$ cat src/logic/ivu_pkg.sv
// Package for the interrupt vectoring unit: register map, field layout,
// reset values, fixed vector addresses, state and carrier types.
// Assumes a 32-bit APB slave port with byte addresses in the low 8 bits.
package ivu_pkg;
	localparam int IVU_NCH = 16;
	localparam int IVU_NEXT = 8;
	localparam int IVU_NPER = 4;

	localparam logic [7:0] IVU_CTRL_OFS = 8'h00;
	localparam logic [7:0] IVU_ISEG_OFS = 8'h04;
	localparam logic [7:0] IVU_CSEG_OFS = 8'h08;
	localparam logic [7:0] IVU_EDGE_OFS = 8'h0c;
	localparam logic [7:0] IVU_EPRL_OFS = 8'h10;
	localparam logic [7:0] IVU_PPRL_OFS = 8'h14;
	localparam logic [7:0] IVU_EVPR_OFS = 8'h18;
	localparam logic [7:0] IVU_PVPR_OFS = 8'h1c;
	localparam logic [7:0] IVU_PEND_OFS = 8'h20;
	localparam logic [7:0] IVU_STAT_OFS = 8'h24;
	localparam logic [7:0] IVU_MASK_OFS = 8'h28;
	localparam logic [7:0] IVU_STATE_OFS = 8'h2c;

	localparam int IVU_CPL_LSB = 0;
	localparam int IVU_IEN_BIT = 4;
	localparam int IVU_SEGMENT_SAVE_ENABLE_BIT = 5;
	localparam int IVU_TLSRC_BIT = 6;
	localparam int IVU_TLEN_BIT = 7;
	localparam logic [7:0] IVU_CTRL_RST = 8'h07;

	localparam int IVU_EV_ENTRY = 0;
	localparam int IVU_EV_TRAP = 1;
	localparam int IVU_EV_EXT = 2;
	localparam int IVU_EV_BOOT = 3;
	localparam int IVU_NEV = 4;

	localparam logic [23:0] IVU_BOOT_ADDR = 24'h000000;
	localparam logic [15:0] IVU_TRAP_OFS = 16'h0002;
	localparam logic [15:0] IVU_TOP_OFS = 16'h0004;

	typedef enum logic [9:0] {
		IVU_IDLE = 10'h001,
		IVU_BOOT = 10'h002,
		IVU_PCL = 10'h004,
		IVU_PCH = 10'h008,
		IVU_PCSR = 10'h010,
		IVU_PFLG = 10'h020,
		IVU_VHI = 10'h040,
		IVU_VLO = 10'h080,
		IVU_LOAD = 10'h100,
		IVU_BOOTLO = 10'h200
	} ivu_state_t;

	typedef enum logic [1:0] {
		IVU_K_NORM = 2'h0,
		IVU_K_TOP = 2'h1,
		IVU_K_TRAP = 2'h2,
		IVU_K_BOOT = 2'h3
	} ivu_kind_t;

	typedef struct packed {
		logic valid;
		logic write;
		logic [23:0] addr;
		logic [7:0] data;
	} ivu_mem_t;
endpackage

$ cat src/logic/ivu_core.sv
// Interrupt vectoring unit: request intake, arbitration, entry sequence
// and vector table fetch, with an APB register slave.
// Assumes the CPU pulses arb_en_i at instruction boundaries, performs the
// stack pushes and byte reads asked on the mem port, and pulses iret_i.
`timescale 1ns/1ns
// What this block does
// - Accept peripheral, external pin and top-level requests
// - Eight external channels with selectable trigger edge
// - Top-level channel from pin or watchdog
// - Take peripheral and pin interrupts only when enabled and admitted
// - Acknowledged peripheral supplies vector from pointer register
// - Separate vector pointer register per peripheral
// - Table in first 256 bytes of interrupt segment
// - Boot address fetched from bytes 000000h, 000001h
// - Top-level vector at interrupt segment 0004h/0005h
// - External channels share one vector pointer register
// - Software sets upper vector bits, hardware lower
// - Table area not fenced off from code fetch
// - Divide trap vector at code segment 0002h/0003h
// - Divide trap entry pushes no flags
// - Entry: clear enable (top-level and normal only), push PCL, PCH, CODE_SEGMENT_REG, flags
// - Admit only priority strictly below current level
module ivu_core
	import ivu_pkg::*;
(
	input wire logic clk_i, // Core clock
	input wire logic rst_b_i, // Async reset, active low
	input wire logic ce_i, // Clock enable, freezes all state
	input wire logic psel, // APB select
	input wire logic penable, // APB access phase
	input wire logic pwrite, // APB direction
	input wire logic [7:0] paddr, // APB byte address
	input wire logic [31:0] pwdata, // APB write data
	output logic [31:0] prdata, // APB read data
	output logic pready, // APB ready
	output logic pslverr, // APB error on unmapped address
	input wire logic [7:0] periph_req_i, // Peripheral channel requests, two per peripheral
	output logic [7:0] periph_ack_o, // Acknowledge pulse per peripheral channel
	input wire logic [7:0] ext_pin_i, // External interrupt pins
	input wire logic nmi_pin_i, // Top-level pin
	input wire logic wdg_irq_i, // Timer/watchdog top-level pulse
	input wire logic divzero_i, // Divide-by-zero trap pulse from CPU
	input wire logic arb_en_i, // Instruction boundary, arbitration allowed
	input wire logic iret_i, // Interrupt return executed
	input wire logic [7:0] iret_csr_i, // Popped code segment with iret
	input wire logic [15:0] pc_i, // Current program counter
	input wire logic [7:0] flags_i, // Current flag register
	output ivu_mem_t mem_o, // Stack push or byte read request
	input wire logic mem_ack_i, // Memory request done
	input wire logic [7:0] mem_rdata_i, // Read byte
	output logic pc_load_o, // Load program counter pulse
	output logic [15:0] pc_o, // New program counter
	output logic [7:0] code_seg_o, // Segment used for code fetch
	output logic irq_o // Unmasked status interrupt
);
	ivu_state_t state_r, state_nxt;
	ivu_kind_t kind_r;
	ivu_mem_t mem_r, mem_nxt;
	logic [7:0] ctrl_r, iseg_r, cseg_r, edge_r, evpr_r, pend_r;
	logic [23:0] eprl_r;
	logic [11:0] pprl_r;
	logic [7:0] pvpr_r [IVU_NPER];
	logic [IVU_NEV-1:0] stat_r, mask_r, ev_set;
	logic [7:0] ext_s1_r, ext_s2_r, ext_s3_r, ext_lvl_r, ext_edge;
	logic [2:0] nmi_sync_r;
	logic nmi_lvl_r, tl_pend_r, tl_active_r, trap_pend_r, use_isr_r;
	logic [23:0] vaddr_r;
	logic [15:0] pc_save_r;
	logic [7:0] vec_hi_r, seg_out_r, ack_r;
	logic [IVU_NCH-1:0] req_vec;
	logic [2:0] lvl [IVU_NCH];
	logic found;
	logic [3:0] best_idx;
	logic [2:0] best_lvl;
	logic take_top, take_norm, take_trap, idle;
	logic wr_en, setup;
	logic [7:0] norm_vec;

	// Shared decode for the register map
	function automatic logic hit(input logic [7:0] a, input logic [7:0] ofs);
		return a == ofs;
	endfunction

	function automatic logic mapped(input logic [7:0] a);
		return a[1:0] == 2'h0 && a <= IVU_STATE_OFS;
	endfunction

	assign setup = psel && !penable;
	assign pready = psel && penable && ce_i;
	assign wr_en = pready && pwrite && mapped(paddr);

	// Pin inputs: three flops, a change counts once stages two and three agree
	genvar g;
	generate
		for (g = 0; g < IVU_NEXT; g++) begin : g_ext
			always_ff @(posedge clk_i or negedge rst_b_i) begin
				if (!rst_b_i) begin
					ext_s1_r[g] <= 1'b0;
					ext_s2_r[g] <= 1'b0;
					ext_s3_r[g] <= 1'b0;
					ext_lvl_r[g] <= 1'b0;
				end else if (ce_i) begin
					ext_s1_r[g] <= ext_pin_i[g];
					ext_s2_r[g] <= ext_s1_r[g];
					ext_s3_r[g] <= ext_s2_r[g];
					if (ext_s2_r[g] == ext_s3_r[g])
						ext_lvl_r[g] <= ext_s3_r[g];
				end
			end
			// Edge select bit high picks rising, low falling
			assign ext_edge[g] = (ext_s2_r[g] == ext_s3_r[g]) && (ext_s3_r[g] != ext_lvl_r[g])
				&& (ext_s3_r[g] == edge_r[g]);
		end
	endgenerate

	always_ff @(posedge clk_i or negedge rst_b_i) begin
		if (!rst_b_i) begin
			nmi_sync_r <= 3'h0;
			nmi_lvl_r <= 1'b0;
		end else if (ce_i) begin
			nmi_sync_r <= {nmi_sync_r[1:0], nmi_pin_i};
			if (nmi_sync_r[1] == nmi_sync_r[2])
				nmi_lvl_r <= nmi_sync_r[2];
		end
	end

	// Pending edges; a new edge beats an acknowledge or software clear
	always_ff @(posedge clk_i or negedge rst_b_i) begin
		if (!rst_b_i) begin
			pend_r <= 8'h00;
		end else if (ce_i) begin
			pend_r <= (pend_r & ~(take_norm && best_idx[3] ? 8'h01 << best_idx[2:0] : 8'h00)
				& ~(wr_en && hit(paddr, IVU_PEND_OFS) ? pwdata[7:0] : 8'h00)) | ext_edge;
		end
	end

	// Top-level source chosen by software: filtered pin rising edge or watchdog
	always_ff @(posedge clk_i or negedge rst_b_i) begin
		if (!rst_b_i) begin
			tl_pend_r <= 1'b0;
			trap_pend_r <= 1'b0;
		end else if (ce_i) begin
			if (ctrl_r[IVU_TLSRC_BIT] ? wdg_irq_i
				: (nmi_sync_r[1] == nmi_sync_r[2] && nmi_sync_r[2] && !nmi_lvl_r))
				tl_pend_r <= 1'b1;
			else if (take_top)
				tl_pend_r <= 1'b0;
			if (divzero_i)
				trap_pend_r <= 1'b1;
			else if (take_trap)
				trap_pend_r <= 1'b0;
		end
	end

	// Channels 0-7 peripherals (daisy order), 8-15 external pins
	always_comb begin
		for (int i = 0; i < IVU_NCH; i++) begin
			if (i < IVU_NEXT) begin
				req_vec[i] = periph_req_i[i];
				lvl[i] = pprl_r[3*(i/2) +: 3];
			end else begin
				req_vec[i] = pend_r[i-IVU_NEXT];
				lvl[i] = eprl_r[3*(i-IVU_NEXT) +: 3];
			end
		end
	end

	// Lowest level wins; strict compare keeps the lower index on a tie
	always_comb begin
		found = 1'b0;
		best_idx = 4'h0;
		best_lvl = 3'h7;
		for (int i = 0; i < IVU_NCH; i++) begin
			if (req_vec[i] && (!found || lvl[i] < best_lvl)) begin
				found = 1'b1;
				best_idx = 4'(i);
				best_lvl = lvl[i];
			end
		end
	end

	assign idle = state_r == IVU_IDLE;
	// Trap is synchronous to the instruction, so it goes first
	assign take_trap = idle && trap_pend_r;
	// Top level ignores the global enable; only a trap can nest into it
	assign take_top = idle && arb_en_i && !trap_pend_r && !tl_active_r && tl_pend_r
		&& ctrl_r[IVU_TLEN_BIT];
	assign take_norm = idle && arb_en_i && !trap_pend_r && !tl_active_r && !take_top
		&& ctrl_r[IVU_IEN_BIT] && found
		&& best_lvl < ctrl_r[IVU_CPL_LSB +: 3];

	// Pointer register: software upper bits, channel number in the lower bits
	always_comb begin
		if (best_idx[3])
			norm_vec = {evpr_r[7:4], best_idx[2:0], 1'b0};
		else
			norm_vec = {pvpr_r[best_idx[2:1]][7:2], best_idx[0], 1'b0};
	end

	always_comb begin
		state_nxt = state_r;
		case (state_r)
			IVU_IDLE: begin
				if (take_trap || take_top || take_norm)
					state_nxt = IVU_PCL;
			end
			IVU_BOOT: if (mem_ack_i) state_nxt = IVU_BOOTLO;
			IVU_BOOTLO: if (mem_ack_i) state_nxt = IVU_LOAD;
			IVU_PCL: if (mem_ack_i) state_nxt = IVU_PCH;
			IVU_PCH: begin
				if (mem_ack_i)
					state_nxt = ctrl_r[IVU_SEGMENT_SAVE_ENABLE_BIT] ? IVU_PCSR
						: (kind_r == IVU_K_TRAP ? IVU_VHI : IVU_PFLG);
			end
			IVU_PCSR: if (mem_ack_i) state_nxt = kind_r == IVU_K_TRAP ? IVU_VHI : IVU_PFLG;
			IVU_PFLG: if (mem_ack_i) state_nxt = IVU_VHI;
			IVU_VHI: if (mem_ack_i) state_nxt = IVU_VLO;
			IVU_VLO: if (mem_ack_i) state_nxt = IVU_LOAD;
			IVU_LOAD: state_nxt = IVU_IDLE;
			default: state_nxt = IVU_IDLE;
		endcase
	end

	// Memory request for the state about to be entered; vaddr_r is set
	// the same edge as entering PCL, so VHI/VLO see it settled
	always_comb begin
		mem_nxt = '0;
		case (state_nxt)
			IVU_BOOT: mem_nxt = '{1'b1, 1'b0, IVU_BOOT_ADDR, 8'h00};
			IVU_BOOTLO: mem_nxt = '{1'b1, 1'b0, IVU_BOOT_ADDR | 24'h1, 8'h00};
			IVU_PCL: mem_nxt = '{1'b1, 1'b1, 24'h0, pc_i[7:0]};
			IVU_PCH: mem_nxt = '{1'b1, 1'b1, 24'h0, pc_save_r[15:8]};
			IVU_PCSR: mem_nxt = '{1'b1, 1'b1, 24'h0, cseg_r};
			IVU_PFLG: mem_nxt = '{1'b1, 1'b1, 24'h0, flags_i};
			IVU_VHI: mem_nxt = '{1'b1, 1'b0, vaddr_r, 8'h00};
			IVU_VLO: mem_nxt = '{1'b1, 1'b0, vaddr_r | 24'h1, 8'h00};
			default: mem_nxt = '0;
		endcase
	end

	always_ff @(posedge clk_i or negedge rst_b_i) begin
		if (!rst_b_i) begin
			state_r <= IVU_BOOT;
			mem_r <= '{1'b1, 1'b0, IVU_BOOT_ADDR, 8'h00};
		end else if (ce_i) begin
			state_r <= state_nxt;
			mem_r <= mem_nxt;
		end
	end

	// Capture of the taken source and the table address it selects
	always_ff @(posedge clk_i or negedge rst_b_i) begin
		if (!rst_b_i) begin
			kind_r <= IVU_K_BOOT;
			vaddr_r <= 24'h0;
			pc_save_r <= 16'h0;
			ack_r <= 8'h00;
		end else if (ce_i) begin
			ack_r <= 8'h00;
			if (take_trap) begin
				kind_r <= IVU_K_TRAP;
				vaddr_r <= {cseg_r, IVU_TRAP_OFS};
			end else if (take_top) begin
				kind_r <= IVU_K_TOP;
				vaddr_r <= {iseg_r, IVU_TOP_OFS};
			end else if (take_norm) begin
				kind_r <= IVU_K_NORM;
				vaddr_r <= {iseg_r, 8'h00, norm_vec};
				if (!best_idx[3])
					ack_r <= 8'h01 << best_idx[2:0];
			end
			if (idle)
				pc_save_r <= pc_i;
		end
	end

	// Vector bytes become the new program counter, high byte first
	always_ff @(posedge clk_i or negedge rst_b_i) begin
		if (!rst_b_i) begin
			vec_hi_r <= 8'h00;
			pc_o <= 16'h0;
			pc_load_o <= 1'b0;
		end else if (ce_i) begin
			pc_load_o <= 1'b0;
			if ((state_r == IVU_VHI || state_r == IVU_BOOT) && mem_ack_i)
				vec_hi_r <= mem_rdata_i;
			if ((state_r == IVU_VLO || state_r == IVU_BOOTLO) && mem_ack_i)
				pc_o <= {vec_hi_r, mem_rdata_i};
			if (state_r == IVU_LOAD)
				pc_load_o <= 1'b1;
		end
	end

	// Control register; top-level and normal entry clear enable, trap entry leaves it, iret sets it again
	always_ff @(posedge clk_i or negedge rst_b_i) begin
		if (!rst_b_i) begin
			ctrl_r <= IVU_CTRL_RST;
			cseg_r <= 8'h00;
			use_isr_r <= 1'b0;
			tl_active_r <= 1'b0;
		end else if (ce_i) begin
			if (wr_en && hit(paddr, IVU_CTRL_OFS))
				ctrl_r <= pwdata[7:0];
			if (wr_en && hit(paddr, IVU_CSEG_OFS))
				cseg_r <= pwdata[7:0];
			if (take_top || take_norm)
				ctrl_r[IVU_IEN_BIT] <= 1'b0;
			else if (iret_i)
				ctrl_r[IVU_IEN_BIT] <= 1'b1;
			if (take_top)
				tl_active_r <= 1'b1;
			else if (iret_i)
				tl_active_r <= 1'b0;
			if (state_r == IVU_LOAD && kind_r != IVU_K_TRAP && kind_r != IVU_K_BOOT) begin
				if (ctrl_r[IVU_SEGMENT_SAVE_ENABLE_BIT])
					cseg_r <= iseg_r;
				else
					use_isr_r <= 1'b1;
			end else if (iret_i) begin
				use_isr_r <= 1'b0;
				if (ctrl_r[IVU_SEGMENT_SAVE_ENABLE_BIT])
					cseg_r <= iret_csr_i;
			end
		end
	end

	// Configuration registers; the table area stays ordinary memory
	always_ff @(posedge clk_i or negedge rst_b_i) begin
		if (!rst_b_i) begin
			iseg_r <= 8'h00;
			edge_r <= 8'h00;
			eprl_r <= 24'h0;
			pprl_r <= 12'h0;
			evpr_r <= 8'h00;
			for (int i = 0; i < IVU_NPER; i++)
				pvpr_r[i] <= 8'h00;
		end else if (ce_i && wr_en) begin
			if (hit(paddr, IVU_ISEG_OFS))
				iseg_r <= pwdata[7:0];
			if (hit(paddr, IVU_EDGE_OFS))
				edge_r <= pwdata[7:0];
			if (hit(paddr, IVU_EPRL_OFS))
				eprl_r <= pwdata[23:0];
			if (hit(paddr, IVU_PPRL_OFS))
				pprl_r <= pwdata[11:0];
			if (hit(paddr, IVU_EVPR_OFS))
				evpr_r <= pwdata[7:0];
			if (hit(paddr, IVU_PVPR_OFS))
				for (int i = 0; i < IVU_NPER; i++)
					pvpr_r[i] <= pwdata[8*i +: 8];
		end
	end

	assign ev_set = {state_r == IVU_LOAD && kind_r == IVU_K_BOOT, |ext_edge, take_trap,
		take_top || take_norm};

	// Sticky status, write one to clear; a same-cycle event wins
	always_ff @(posedge clk_i or negedge rst_b_i) begin
		if (!rst_b_i) begin
			stat_r <= '0;
			mask_r <= '0;
			irq_o <= 1'b0;
		end else if (ce_i) begin
			stat_r <= (stat_r & ~(wr_en && hit(paddr, IVU_STAT_OFS)
				? pwdata[IVU_NEV-1:0] : '0)) | ev_set;
			if (wr_en && hit(paddr, IVU_MASK_OFS))
				mask_r <= pwdata[IVU_NEV-1:0];
			irq_o <= |(stat_r & mask_r);
		end
	end

	// Read data and error latched in the setup phase; zero wait states
	always_ff @(posedge clk_i or negedge rst_b_i) begin
		if (!rst_b_i) begin
			prdata <= 32'h0;
			pslverr <= 1'b0;
			seg_out_r <= 8'h00;
		end else if (ce_i) begin
			seg_out_r <= use_isr_r ? iseg_r : cseg_r;
			if (setup) begin
				pslverr <= !mapped(paddr);
				case (paddr)
					IVU_CTRL_OFS: prdata <= {24'h0, ctrl_r};
					IVU_ISEG_OFS: prdata <= {24'h0, iseg_r};
					IVU_CSEG_OFS: prdata <= {24'h0, cseg_r};
					IVU_EDGE_OFS: prdata <= {24'h0, edge_r};
					IVU_EPRL_OFS: prdata <= {8'h0, eprl_r};
					IVU_PPRL_OFS: prdata <= {20'h0, pprl_r};
					IVU_EVPR_OFS: prdata <= {24'h0, evpr_r};
					IVU_PVPR_OFS: prdata <= {pvpr_r[3], pvpr_r[2], pvpr_r[1], pvpr_r[0]};
					IVU_PEND_OFS: prdata <= {24'h0, pend_r};
					IVU_STAT_OFS: prdata <= {28'h0, stat_r};
					IVU_MASK_OFS: prdata <= {28'h0, mask_r};
					IVU_STATE_OFS: prdata <= {12'h0, use_isr_r, tl_active_r, kind_r,
						state_r, 6'h0};
					default: prdata <= 32'h0;
				endcase
			end
		end
	end

	assign mem_o = mem_r;
	assign periph_ack_o = ack_r;
	assign code_seg_o = seg_out_r;
endmodule

$ cat config.mk
export PLATFORM = sky130hd
export DESIGN_NAME = ivu_core
export DESIGN_NICKNAME = d
export VERILOG_FILES = /design/src/logic/ivu_pkg.sv /design/src/logic/ivu_core.sv
export SDC_FILE = /design/constraint.sdc
export NUM_CORES = 1
export LEC_CHECK = 0
export ABC_CLOCK_PERIOD_IN_PS = 43400
export BUFFER_PORTS_ARGS = -buffer_cell sky130_fd_sc_hd__buf_2
export CELL_PAD_IN_SITES_DETAIL_PLACEMENT = 1
export CELL_PAD_IN_SITES_GLOBAL_PLACEMENT = 2
export CORE_ASPECT_RATIO = 2
export CORE_MARGIN = 10
export CORE_UTILIZATION = 40
export DETAILED_ROUTE_END_ITERATION = 6
export GPL_TIMING_DRIVEN = 0
export PLACE_DENSITY_LB_ADDON = 0.1
export SYNTH_ARGS = -nofsm -noshare
export SYNTH_HDL_FRONTEND = slang
export SYNTH_SLANG_ARGS = --single-unit
$ cat constraint.sdc
create_clock -name clk_i -period 43.4 [get_ports clk_i]
set_clock_uncertainty 0.2 [all_clocks]
set_input_delay 2.17 -clock clk_i [delete_from_list [all_inputs] [get_ports clk_i]]
set_output_delay 2.17 -clock clk_i [all_outputs]
set_load 0.03 [all_outputs]
**Yosys cells after proc, flatten, opt, wreduce, memory -nomap -nowiden**

Cells that the tools add are included.

- Divide/modulo/power cells: 0
- $mul: 0
- Mux-type cells: 96
- $add $sub $neg: 0
- Order comparisons: 18
- Reduce and logical (&&, ||, !) cells: 140
- Shifts and indexed selects: 1
- Equality and inequality tests: 59
- Bitwise operators: 10

Operator list:

| operator | number |
|---|---|
| case mux 32 bit (12 select lines) | 1 |
| case mux 34 bit (8 select lines) | 1 |
| 2-to-1 mux 8 bit | 15 |
| 2-to-1 mux 10 bit | 8 |
| case mux 10 bit (8 select lines) | 1 |
| 2-to-1 mux 24 bit | 3 |
| logical AND 1 bit | 61 |
| 2-to-1 mux 4 bit | 15 |
| AND reduction 2 bit | 26 |
| less-than comparator 3 bit | 16 |
| 2-to-1 mux 3 bit | 16 |
| == test 8 x 5 -> 1 bit (second input constant) | 4 |
| == test 8 x 6 -> 1 bit (second input constant) | 4 |
| 2-to-1 mux 1 bit | 29 |
| zero test 1 bit | 21 |
| == test 10 bit (second input constant) | 2 |
| == test 10 x 2 -> 1 bit (second input constant) | 2 |
| == test 10 x 3 -> 1 bit (second input constant) | 2 |
| == test 10 x 4 -> 1 bit (second input constant) | 2 |
| == test 10 x 5 -> 1 bit (second input constant) | 2 |
| == test 10 x 6 -> 1 bit (second input constant) | 2 |
| == test 10 x 7 -> 1 bit (second input constant) | 2 |
| == test 10 x 8 -> 1 bit (second input constant) | 2 |
| logical OR 1 bit | 20 |
| other kinds (30) | 67 |

- Bits in read-only memories: 0
- Memories kept: 0
- Bits in latches: 0
- Register bits: 325
- Word-level logic and storage cells: 393
- Memory bits (writable): 0
- Input port bits: 108

**Logic depth before layout (Yosys ltp)**

Gate-level depths: netlist (run 1).

- Depth in word-level cells: 69
- Mapped depth: 108
- Gate-level depth less buffers: 106

**Worst setup path before layout (run 1)**

OpenSTA, ideal clock, no wires.

- Path type: input to register
- Start: input port periph_req_i[0]
- End: register ack_r[4], in the netlist periph_ack_o[4]
- Stages on the path: 102
- Slack: 22.414 ns
- Path buffers: 1
- Arrival time: 20.710 ns
- Cell sequence: nor2_4 -> nor2_1 -> ha_1 -> a21oi_1 -> nor2_1 -> or2_0 -> buf_2 -> o21ai_0 -> ha_1 -> a21oi_1 -> o21a_1 -> o31ai_2 -> and3_1 -> nor2_1 -> inv_1 -> ha_1 -> o21a_1 -> o21ai_0 -> [... 66 more ...] -> mux2i_1 -> ha_1 -> a21oi_1 -> o21ai_0 -> or2_2 -> o31ai_1 -> a21oi_1 -> mux2i_1 -> ha_1 -> nor2b_1 -> o21ai_0 -> nand3b_1 -> nor4_1 -> nor2_1 -> a31oi_1 -> nand3_1 -> or4_4 -> o2bb2ai_2

- Longest elaborated chain between the ends: 66
- Elaborated cells between the ends (all ways): 115
- Classes of those cells: order compare: 16; shift: 1; mux: 51; reduce/logical: 47

Ends and longest elaborated chain:

| element | RTL line | text |
|---|---|---|
| start, declared | ivu_core.sv:37 | `input wire logic [7:0] periph_req_i,` |
| 2-to-1 mux 3 bit or 2-to-1 mux 1 bit (tied branches) | ivu_core.sv:174 | `if (req_vec[i] && (!found \|\| lvl[i] < best_lvl)) begin` |
| less-than comparator 3 bit or zero test 1 bit (tied branches) | ivu_core.sv:174 |  |
| logical OR 1 bit | ivu_core.sv:174 |  |
| logical AND 1 bit | ivu_core.sv:174 |  |
| 2-to-1 mux 3 bit or 2-to-1 mux 1 bit (tied branches) | ivu_core.sv:174 |  |
| less-than comparator 3 bit or zero test 1 bit (tied branches) | ivu_core.sv:174 |  |
| logical OR 1 bit | ivu_core.sv:174 |  |
| logical AND 1 bit | ivu_core.sv:174 |  |
| [... 50 more ...] | -- |  |
| logical OR 1 bit | ivu_core.sv:174 |  |
| logical AND 1 bit | ivu_core.sv:174 |  |
| 2-to-1 mux 3 bit (tied with other cells) | ivu_core.sv:174 |  |
| less-than comparator 3 bit (tied with other cells) | ivu_core.sv:190 | `&& best_lvl < ctrl_r[IVU_CPL_LSB +: 3];` |
| logical AND 1 bit or 2-to-1 mux 8 bit (tied branches) | ivu_core.sv:190, ivu_core.sv:269 |  |
| 2-to-1 mux 8 bit * | ivu_core.sv:266 | `end else if (take_norm) begin` |
| 2-to-1 mux 8 bit * | ivu_core.sv:263 | `end else if (take_top) begin` |
| 2-to-1 mux 8 bit * | ivu_core.sv:260 | `if (take_trap) begin` |
| end signal, assigned | ivu_core.sv:270 | `ack_r <= 8'h01 << best_idx[2:0];` |
| end, declared | ivu_core.sv:69 | `logic [7:0] vec_hi_r, seg_out_r, ack_r;` |

Mark *: on every way between the ends. The rest lies on a longest branch, timed or not.
A chain may end at the register's enable or synchronous reset.

**Final worst setup path (run 1)**

- Start: input port periph_req_i[0]
- End: register vaddr_r[22]

- Longest elaborated chain between the ends: 65
- Elaborated cells between the ends (all ways): 97
- Classes of those cells: order compare: 16; mux: 32; reduce/logical: 49

Ends and longest elaborated chain:

| element | RTL line | text |
|---|---|---|
| 2-to-1 mux 3 bit or 2-to-1 mux 1 bit (tied branches) | ivu_core.sv:174 |  |
| less-than comparator 3 bit or zero test 1 bit (tied branches) | ivu_core.sv:174 |  |
| logical OR 1 bit | ivu_core.sv:174 |  |
| logical AND 1 bit | ivu_core.sv:174 |  |
| 2-to-1 mux 3 bit or 2-to-1 mux 1 bit (tied branches) | ivu_core.sv:174 |  |
| less-than comparator 3 bit or zero test 1 bit (tied branches) | ivu_core.sv:174 |  |
| logical OR 1 bit | ivu_core.sv:174 |  |
| logical AND 1 bit | ivu_core.sv:174 |  |
| [... 49 more ...] | -- |  |
| less-than comparator 3 bit or zero test 1 bit (tied branches) | ivu_core.sv:174 |  |
| logical OR 1 bit | ivu_core.sv:174 |  |
| logical AND 1 bit | ivu_core.sv:174 |  |
| 2-to-1 mux 3 bit or 2-to-1 mux 1 bit (tied branches) | ivu_core.sv:174 |  |
| less-than comparator 3 bit or logical AND 1 bit (tied branches) | ivu_core.sv:190, ivu_core.sv:189 |  |
| logical AND 1 bit * | ivu_core.sv:190 |  |
| nonzero test 3 bit (no line) * | -- |  |
| AND reduction 2 bit (no line) * | -- |  |
| end signal, assigned | ivu_core.sv:262 | `vaddr_r <= {cseg_r, IVU_TRAP_OFS};` |
| end signal, assigned | ivu_core.sv:265 | `vaddr_r <= {iseg_r, IVU_TOP_OFS};` |
| end signal, assigned | ivu_core.sv:268 | `vaddr_r <= {iseg_r, 8'h00, norm_vec};` |
| end, declared | ivu_core.sv:67 | `logic [23:0] vaddr_r;` |

Marks and branches as above.

==> results.md, run 1 <==
- Status: finished, final reports clean
- TritonCTS Sinks: 300
- Synthesized flop and latch total: 300
- Delay-heaviest family, CP: compound AO/OA/AOI/OAI gates
- Fill cells: 4564
- Commonest non-fill, non-tap cell in the layout: dfrtp_1
- Post-CTS setup buffer count: 0
- DRT Pass-1 Iters: 5
- IO buf count: 197
- Max Cap Viol: 0
- Cell mode on critical path: ha_1
- CTS tree: yes
- Yosys warns: 0
- CP bufs+invs: 13
- Clock slew at reported path FFs: ~0.07 ns
- Ports: 210
- Top_reg_cell synth: dfrtp_1
- Grt total ovfl: 0
- Worst EP arrival: about 25 ns
- Initial Util: 0.402
- Hold Vio Cnt, Final: 0
- Post-DP HPWL: between 50000 and 60000 µm
- Largest stage delay, worst path: 0.66 ns
- Post-synth cell types: 91
- CTS Hold Bufs: 0
- Total core area: 39300 µm²
- ANT nets after route: 0
- CP max FO: 10
- Reg area: 7520 µm²
- DIE HEIGHT: about 300 µm
- Deepest clock path buffer count: 3
- Largest net degree at the start of global routing: about 120
- Critical Path Start Type: input pin
- Final wirelength: ~64000 µm
- Fin crit share: 0.580
- Vias after detailed routing: about 14k
- Die footprint: 48400 µm²
- P_leak: ~8.6 nW
- First-pass GRT wire length: 95400 µm
- Syn_area_per_cell: 10.0 µm²
- Initial antenna violation count: 1
- CP max stage cell: o32ai_1
- Worst-Margin Slew: roughly 1.2 ns
- DRT iter0 DRCs: 710
- CTS buffer count: 29
- VDD IR-drop max: between 0.03 and 0.04 mV
- Sequential share of the synthesized area: 0.475
- Area grow syn2layout: 17.2%
- Die Wd: 161 µm
- Setup violators final: 0
- Synth Cell Area: between 15000 and 20000 µm²
- Critical Setup Path Class: in -> reg
- Share of layout cells above drive strength 1: 0.242
- Multi-input gate area: 7720 µm²
- Worst slew margin relative to its limit: 0.184
- Row count: 103
- Hold WC Path Type: reg -> reg
- Resize count post-CTS: 0
- Vias in the first global route: 15.1k
- GRT Util Overall: 0.257
- Clock root buffer: clkbuf_16
- Mapped Cells: 1582
- WP data required: between 40 and 50 ns
- Most frequent cells in the layout: 293 x dfrtp_1, 199 x buf_2, 171 x nand2_1, 150 x mux2_2, 122 x nor2_1
- Remaining DRCs: 0
- Final net count: 1951
- Wire length per cell: around 27 µm
- Total negative setup slack: 0 ns
- Vias/cell: 5.86
- Ys async rst share: 1.00
- H-tree levels: 1
- Power density over cell area: 43.9 nW/µm²
- Design Power: 813 µW
- Crit end category: flip-flop
- Final Slew Violations: 0
- Fmax: 39.7 MHz
- Unrepaired setup endpoints after global routing: no
- Min Tclk post-route: 25.16 ns
- EDFF count, synth: 0
- # diodes: 0
- Gpl congestion: 0.938
- Worst-Skew Late Latency: around 0.59 ns
## kinds of logic (layout without fill, tap and decap cells)
group,Yosys count,count (layout),synth area share
compound gates,459,459,0.200
xor+xnor,2,2,0.00111
fa+ha+maj,24,24,0.0188
buf+inv,151,405,0.0380
flops,300,300,0.475
mux,183,183,0.128
other cells,1,8,0.000237
simple gates,462,462,0.139
## Yosys cell counts, types with 9 or more instances
master,instances,share of area
a21oi_1,84,0.027
a22o_1,15,0.0083
a22oi_1,53,0.025
a31oi_1,44,0.017
clkbuf_1,68,0.016
dfrtp_1,293,0.46
ha_1,23,0.018
inv_1,64,0.015
mux2_2,150,0.11
mux2i_1,32,0.020
nand2_1,171,0.041
nand2b_1,10,0.0040
nand3_1,21,0.0066
nand3b_1,10,0.0047
nor2_1,122,0.029
nor2b_1,13,0.0051
nor3_1,29,0.0092
o211ai_1,12,0.0057
o21a_1,14,0.0066
o21ai_0,95,0.030
o22ai_1,9,0.0036
o2bb2ai_1,29,0.016
o31ai_1,11,0.0052
or3_1,11,0.0044
## per-layer routing
| layer | GRT usage | part of all wire |
|---|---|---|
| met2 | 0.495 | 0.55 |
| met4 | 0.137 | 0.058 |
| met5 | 0 | 0.00016 |
| met1 | 0.259 | 0.35 |
| met3 | 0.0350 | 0.038 |
## where the power goes
| part | total, mW | internal (mW) | switching, mW |
|---|---|---|---|
| clock | 0.268 | 0.152 | 0.116 |
| combinational | 0.215 | 0.0732 | 0.141 |
| sequential | 0.330 | 0.306 | 0.0240 |
## metrics by stage
stage	hold slack, ns	area, µm²	worst slack, ns	cells	utilization
finish	0.273	18500	18.24	2368	0.471
global route	0.290	18500	16.52	2368	0.471
CTS	0.281	18500	18.26	2367	0.471
detailed placement	0.268	17500	17.77	2313	0.446
global placement	0.258	17500	18.23	2311	0.445
floorplan	0.249	15800	22.41	1589	-
## layout make-up
cell class	count	share of cell area
clock inverters	9	0.00696
repair buffers	200	0.0570
inverters	65	0.0132
flip-flops and latches	300	0.406
clock buffers	45	0.0456
plain buffers	86	0.0192
multi-input cells	1138	0.417
well taps	525	0.0355
## state kept, by name, summed over array words and instances, names as in the netlist, 10 cells and up
name     cells
eprl_r      24
pprl_r      12
prdata      32
vaddr_r     15
pvpr_r      32
mem_o       26
pc_o        16
state_r     10
## worst paths after layout
check                                       from                   endpoint  slack, ns  cells after the start
setup / recovery                 periph_req_i[0]    vaddr_r[22]$_DFFE_PN0P_      18.24                    106
hold / removal             mem_o[33]$_DFFE_PN1P_      mem_o[33]$_DFFE_PN1P_       0.27                      2
setup reg to reg           pprl_r[2]$_DFFE_PN0P_    vaddr_r[22]$_DFFE_PN0P_      19.68                    104
hold reg to reg            mem_o[33]$_DFFE_PN1P_      mem_o[33]$_DFFE_PN1P_       0.27                      2
max in group asynchronous                rst_b_i  pc_save_r[12]$_DFFE_PN0P_      40.07                      3
min in group asynchronous                rst_b_i      pvpr_r[0]$_DFFE_PN0P_       1.41                      1
## worst register-to-register path: cells and delay by family, from the launching register on
| kind | cells | cell delay [ns] |
|---|---|---|
| AO/OA/AOI/OAI | 39 | 8.84 |
| adder cells (fa/ha/maj) | 14 | 3.54 |
| buffers and inverters | 12 | 1.67 |
| flip-flops | 1 | 0.44 |
| multiplexers | 13 | 4.44 |
| AND/OR/NAND/NOR | 26 | 4.46 |
No activity file was read; power rests on OpenSTA's default activity.
==> inputs of run 2 (changes only) <==
--- a/config.mk
+++ b/config.mk
@@ -5,13 +5,13 @@
 export SDC_FILE = /design/constraint.sdc
 export NUM_CORES = 1
 export LEC_CHECK = 0
-export ABC_CLOCK_PERIOD_IN_PS = 43400
+export ABC_CLOCK_PERIOD_IN_PS = 24900
 export BUFFER_PORTS_ARGS = -buffer_cell sky130_fd_sc_hd__buf_2
 export CELL_PAD_IN_SITES_DETAIL_PLACEMENT = 1
 export CELL_PAD_IN_SITES_GLOBAL_PLACEMENT = 2
 export CORE_ASPECT_RATIO = 2
 export CORE_MARGIN = 10
-export CORE_UTILIZATION = 40
+export CORE_UTILIZATION = 37
 export DETAILED_ROUTE_END_ITERATION = 6
 export GPL_TIMING_DRIVEN = 0
 export PLACE_DENSITY_LB_ADDON = 0.1
==> constraint.sdc (replaced) <==
create_clock -name clk_i -period 24.9 [get_ports clk_i]
set_clock_uncertainty 0.2 [all_clocks]
set_input_delay 1.245 -clock clk_i [delete_from_list [all_inputs] [get_ports clk_i]]
set_output_delay 1.245 -clock clk_i [all_outputs]
set_load 0.03 [all_outputs]
==> run 2 against run 1 <==
Against the previous run: die area rose by 7.3%; wire length rose by 2.7%; global-route usage decreased by 1.1 points; non-clock buffer count is 1 higher; largest cell class unchanged; clock power up 75%; largest power group unchanged; setup slack got worse by 16 ns; first-iteration DRC count grew 7.2%; highest routed layer is now met4; final cell count increased by 0.76%; hold slack improved by 0.0010 ns; critical path depth fell by 2; sequential cell count is the same.
==> results.md, run 2 (same netlist as run 1, synthesis figures left out) <==
- Status: finished, final reports clean (unchanged)
- CP max stage cell: o311a_1 (was o32ai_1)
- Hold Vio Cnt, Final: 0 (unchanged)
- Share of layout cells above drive strength 1: 0.250 (was 0.242)
- P_leak: 8.60 nW (was 8.57 nW)
- H-tree levels: 1 (unchanged)
- Cell area after layout: 18600 µm² (was 18500 µm²)
- Initial antenna violation count: 0 (was 1)
- Fmax: 43.4 MHz
- Worst slew margin relative to its limit: 0.0511 (was 0.184)
- Final non-filler cell total: 2386 (was 2368)
- Hold WC Path Type: reg -> reg (unchanged)
- CP max FO: 10 (unchanged)
- Critical Setup Path Class: in -> reg (unchanged)
- Max Cap Viol: 0 (unchanged)
- CP bufs+invs: 12 (was 13)
- Crit end category: flip-flop (unchanged)
- VDD IR-drop max: 0.0565 mV (was 0.0347 mV)
- WP data required: 25.14 ns (was 43.62 ns)
- Gpl congestion: 0.916 (was 0.938)
- Power density over cell area: 76.4 nW/µm² (was 43.9 nW/µm²)
- TritonCTS Sinks: 300 (unchanged)
- Wire length per cell: 27.6 µm (was 27.0 µm)
- Die Wd: 166 µm (was 161 µm)
- Vias in the first global route: 15.4k (was 15.1k)
- Setup violators final: 0 (unchanged)
- Final setup margin: 1.86 ns (was 18.24 ns)
- Min Tclk post-route: 23.04 ns
- IO buf count: 197 (unchanged)
- Design Power: 1.42 mW (was 813 µW)
- CTS tree: yes (unchanged)
- First-pass GRT wire length: 98700 µm (was 95400 µm)
- # diodes: 0 (unchanged)
- Hold_ws: 0.274 ns (was 0.273 ns)
- Placed instance count: 2334 (was 2313)
- Most frequent cells in the layout: 293 x dfrtp_1, 199 x buf_2, 171 x nand2_1, 150 x mux2_2, 121 x nor2_1 (was 293 x dfrtp_1, 199 x buf_2, 171 x nand2_1, 150 x mux2_2, 122 x nor2_1)
- Total core area: 42400 µm² (was 39300 µm²)
- Final Slew Violations: 0 (unchanged)
- Final net count: 1951 (unchanged)
- Area grow syn2layout: 17.7% (was 17.2%)
- DRT iter0 DRCs: 761 (was 710)
- Initial Util: 0.373 (was 0.402)
- Remaining DRCs: 0 (unchanged)
- DRT Pass-1 Iters: 5 (unchanged)
- Final wirelength: 65700 µm (was 64000 µm)
- Worst-Margin Slew: 1.41 ns (was 1.22 ns)
- Fin crit share: 0.925
- Delay-heaviest family, CP: compound AO/OA/AOI/OAI gates (unchanged)
- CTS buffer count: 28 (was 29)
- Pre-CTS setup slack: -0.178 ns (was 17.77 ns)
- Largest net degree at the start of global routing: 123 (was 118)
- Row count: 107 (was 103)
- Worst-Skew Late Latency: 0.59 ns (about the same)
- Total negative setup slack: 0 ns (unchanged)
- Die footprint: 51900 µm² (was 48400 µm²)
- Grt total ovfl: 0 (unchanged)
- Vias after detailed routing: 13.9k (about the same)
- Dpl cell area: 17600 µm² (was 17500 µm²)
- Ports: 210 (unchanged)
- Clock slew at reported path FFs: 0.07 ns (about the same)
- ANT nets after route: 0 (unchanged)
- DIE HEIGHT: 312 µm (was 301 µm)
- GRT Util Overall: 0.246 (was 0.257)
- Deepest clock path buffer count: 3 (unchanged)
- Cell mode on critical path: ha_1 (unchanged)
- Post-layout util: 0.439 (was 0.471)
- Vias/cell: 5.82 (was 5.86)
- Critical Path Start Type: input pin (unchanged)
- Commonest non-fill, non-tap cell in the layout: dfrtp_1 (unchanged)
- Clock root buffer: clkbuf_16 (unchanged)
- Unrepaired setup endpoints after global routing: no (unchanged)
- Worst EP arrival: 23.28 ns (was 25.38 ns)
- CTS Hold Bufs: 0 (unchanged)
- Post-DP HPWL: 52200 µm (was 50700 µm)
- Largest stage delay, worst path: 0.45 ns (was 0.66 ns)
run 2: cell count changes in the layout (fill, tap and decap cells not counted), moves of 2 or more:
cell / change
clkbuf_1: -8
clkinv_2: +4
a21oi_1: -2
a21oi_2: +2
buf_4: +2
clkinvlp_4: -2
o21ai_0: -2
o21ai_1: +2
run 2: worst min-delay path: stages (launching register included):
cell and delay, ns:
dfrtp_1 0.34, nand2_1 0.05, o21ai_0 0.06
run 2: cell type report:
class	count	area, µm²
multi-input combinational	1138	7770
clock buffer	37	785
inverter	65	244
tap	545	682
fill	4877	23800
timing repair buffer	201	1070
buffer	86	359
sequential	300	7520
clock inverter	14	189
run 2: repair_timing:
| action | CTS | global route |
|---|---|---|
| gates resized for setup | 0 | 16 |
| endpoints found under the setup margin | 0 | 47 |
| buffers inserted | 0 | 1 |
run 2: worst paths after layout:
check,cells past startpoint,start,to,slack [ns]
setup / recovery,104,periph_req_i[0],vaddr_r[21]$_DFFE_PN0P_,1.86
min in group asynchronous,1,rst_b_i,mem_o[2]$_DFFE_PN0P_,0.42
setup reg to reg,102,pprl_r[2]$_DFFE_PN0P_,vaddr_r[21]$_DFFE_PN0P_,2.35
hold / removal,2,prdata[5]$_DFFE_PN0P_,prdata[5]$_DFFE_PN0P_,0.27
max in group asynchronous,2,rst_b_i,pvpr_r[13]$_DFFE_PN0P_,22.97
hold reg to reg,2,prdata[5]$_DFFE_PN0P_,prdata[5]$_DFFE_PN0P_,0.27
run 2: power breakdown:
group,leakage [nW],internal [mW],switching (mW),total [mW]
registers,3.79,0.534,0.0413,0.575
logic,4.33,0.129,0.249,0.378
clock network,0.485,0.264,0.205,0.469
total,8.60,0.927,0.495,1.42
run 2: routing by layer:
metal	share of wire	up-vias	global-route usage
met5	0	-	0
met4	0.058	0	0.134
met3	0.044	133	0.0339
met2	0.55	392	0.472
met1	0.35	7077	0.247
li1	-	6287	-
==> inputs of run 3 (changes only) <==
--- a/config.mk
+++ b/config.mk
@@ -9,7 +9,7 @@
 export BUFFER_PORTS_ARGS = -buffer_cell sky130_fd_sc_hd__buf_2
 export CELL_PAD_IN_SITES_DETAIL_PLACEMENT = 1
 export CELL_PAD_IN_SITES_GLOBAL_PLACEMENT = 2
-export CORE_ASPECT_RATIO = 2
+export CORE_ASPECT_RATIO = 1.75
 export CORE_MARGIN = 10
 export CORE_UTILIZATION = 37
 export DETAILED_ROUTE_END_ITERATION = 6
==> run 3 against run 2 <==
Against the previous run: maximum frequency is 0.23% higher; utilization is 0.51 points higher; global-route usage hardly changed; wire length decreased by 1.5%; sequential cell count stayed put; count of clock-buffer cells in the layout up 10; sequential share of layout area is 0.44 points lower; final cell count rose by 1.0%; die area fell by 0.34%; combinational power rose by 2%; clock power rose by 12%; largest power group unchanged; non-clock buffer count shrank 1.
==> results.md, run 3 (same netlist as run 1, synthesis figures left out) <==
- Vias after detailed routing: 13.9k (about the same)
- Worst-Margin Slew: 1.27 ns (was 1.41 ns)
- Post-CTS setup buffer count: 0 (unchanged)
- Remaining DRCs: 0 (unchanged)
- FF-to-FF path depth: 101 (was 102)
- Critical Setup Path Class: in -> reg (unchanged)
- Clock slew at reported path FFs: 0.06 ns (was 0.07 ns)
- Post-layout util: 0.444 (was 0.439)
- Area grow syn2layout: 19.0% (was 17.7%)
- Cell mode on critical path: ha_1 (unchanged)
- Critical Path Start Type: input pin (unchanged)
- Hold WC Path Type: reg -> reg (unchanged)
- Vias in the first global route: 15.0k (was 15.4k)
- Largest net degree at the start of global routing: 112 (was 123)
- Ports: 210 (unchanged)
- Setup violators final: 0 (unchanged)
- Max Cap Viol: 0 (unchanged)
- Fin crit share: 0.923 (was 0.925)
- # diodes: 0 (unchanged)
- Hold depth: 2 (unchanged)
- Share of layout cells above drive strength 1: 0.252 (was 0.250)
- Final net count: 1956 (was 1951)
- Post-DP HPWL: 50800 µm (was 52200 µm)
- Largest stage delay, worst path: 0.45 ns (about the same)
- Unrepaired setup endpoints after global routing: no (unchanged)
- Hold Startpoint: prdata[4]$_DFFE_PN0P_ (was prdata[5]$_DFFE_PN0P_)
- Min Tclk post-route: 22.99 ns (was 23.04 ns)
- Worst EP arrival: 23.21 ns (was 23.28 ns)
- WP data required: 25.12 ns (was 25.14 ns)
- IO buf count: 197 (unchanged)
- Worst slew margin relative to its limit: 0.144 (was 0.0511)
- Total negative setup slack: 0 ns (unchanged)
- ANT nets after route: 0 (unchanged)
- VDD IR-drop max: 0.0702 mV (was 0.0565 mV)
- Commonest non-fill, non-tap cell in the layout: dfrtp_1 (unchanged)
- Clock root buffer: clkbuf_16 (unchanged)
- Power density over cell area: 79.1 nW/µm² (was 76.4 nW/µm²)
- CP max stage cell: o32ai_2 (was o311a_1)
- Gpl congestion: 0.937 (was 0.916)
- GRT Util Overall: 0.246 (about the same)
- CTS Hold Bufs: 0 (unchanged)
- Wire length per cell: 26.9 µm (was 27.6 µm)
- H-tree levels: 2 (was 1)
- DRT Pass-1 Iters: 5 (unchanged)
- Hold Vio Cnt, Final: 0 (unchanged)
- Row count: 100 (was 107)
- Vias/cell: 5.77 (was 5.82)
- R2r setup slk: 2.50 ns (was 2.35 ns)
- Total core area: 42400 µm² (about the same)
- Reg2Reg Launch Point: pprl_r[2]$_DFFE_PN0P_ (unchanged)
- DRT iter0 DRCs: 981 (was 761)
- Crit end category: flip-flop (unchanged)
- P_leak: 8.69 nW (was 8.60 nW)
- Die Wd: 176 µm (was 166 µm)
- TritonCTS Sinks: 300 (unchanged)
- Worst-Skew Late Latency: 0.54 ns (was 0.59 ns)
- CTS buffer count: 34 (was 28)
- CTS tree: yes (unchanged)
- Most frequent cells in the layout: 293 x dfrtp_1, 198 x buf_2, 171 x nand2_1, 150 x mux2_2, 121 x nor2_1 (was 293 x dfrtp_1, 199 x buf_2, 171 x nand2_1, 150 x mux2_2, 121 x nor2_1)
- Resize count post-CTS: 0 (unchanged)
- Initial Util: 0.373 (about the same)
- Initial antenna violation count: 0 (unchanged)
- Fmax: 43.5 MHz (was 43.4 MHz)
- First-pass GRT wire length: 96400 µm (was 98700 µm)
- Final Slew Violations: 0 (unchanged)
- DIE HEIGHT: 293 µm (was 312 µm)
- Deepest clock path buffer count: 3 (unchanged)
- Final wirelength: 64800 µm (was 65700 µm)
- Fill cells: 4842 (was 4877)
- Grt total ovfl: 0 (unchanged)
- Status: finished, final reports clean (unchanged)
- CP max FO: 10 (unchanged)
- Crit path launch: periph_req_i[0] (unchanged)
- Die footprint: 51700 µm² (was 51900 µm²)
[run 3: cell types whose count changed in the layout (fill, tap and decap cells not counted), sizes merged]
cell and delta:
bufinv -1, inv +2, clkbuf +11, clkinvlp +1, buf -2, clkinv -3
[run 3: metrics by stage]
step                total power [mW]  hold slack, ns  worst slack, ns  cells  cell area, µm²
floorplan                      0.816           0.249             4.84   1589           15800
global placement               0.956           0.258            0.563   2347           17500
detailed placement             0.967           0.268            0.197   2350           17600
CTS                             1.50           0.281            0.715   2410           18800
global route                    1.56           0.302           0.0656   2410           18800
finish                          1.49           0.278             1.91   2410           18800
[run 3: final cells by class]
class                           count  area (µm²)  area share
Buffer                             86         359      0.0191
Clock buffer                       47         981      0.0521
Clock inverter                     13         164     0.00871
Inverter                           65         244      0.0130
Multi-Input combinational cell   1138        7770       0.413
Sequential cell                   300        7520       0.399
Tap cell                          561         702      0.0373
Timing Repair Buffer              200        1080      0.0573
[run 3: final timing paths]
check                                       endpoint
max                            pend_r[2]$_DFFE_PN0P_
min                            prdata[4]$_DFFE_PN0P_
max reg2reg                    pend_r[2]$_DFFE_PN0P_
min reg2reg                    prdata[4]$_DFFE_PN0P_
max in group asynchronous     pvpr_r[10]$_DFFE_PN0P_
min in group asynchronous  pc_save_r[10]$_DFFE_PN0P_
[run 3: metal layers]
layer / share of wire / track usage
met5: 0 / 0
met4: 0.049 / 0.116
met3: 0.041 / 0.0343
met2: 0.54 / 0.466
met1: 0.37 / 0.259
[run 3: worst max-delay path: cells and delay by family]
kind / cells / cell delay, ns
muxes: 13 / 4.25
and+or+nand+nor: 26 / 4.52
adders and majority gates: 14 / 3.54
AOI/OAI and AO/OA: 39 / 8.67
buffers and inverters: 11 / 0.93
[run 3: report_power, final]
part	internal, mW	switching [mW]
sequential	0.534	0.0423
clock	0.309	0.218
combinational	0.129	0.256
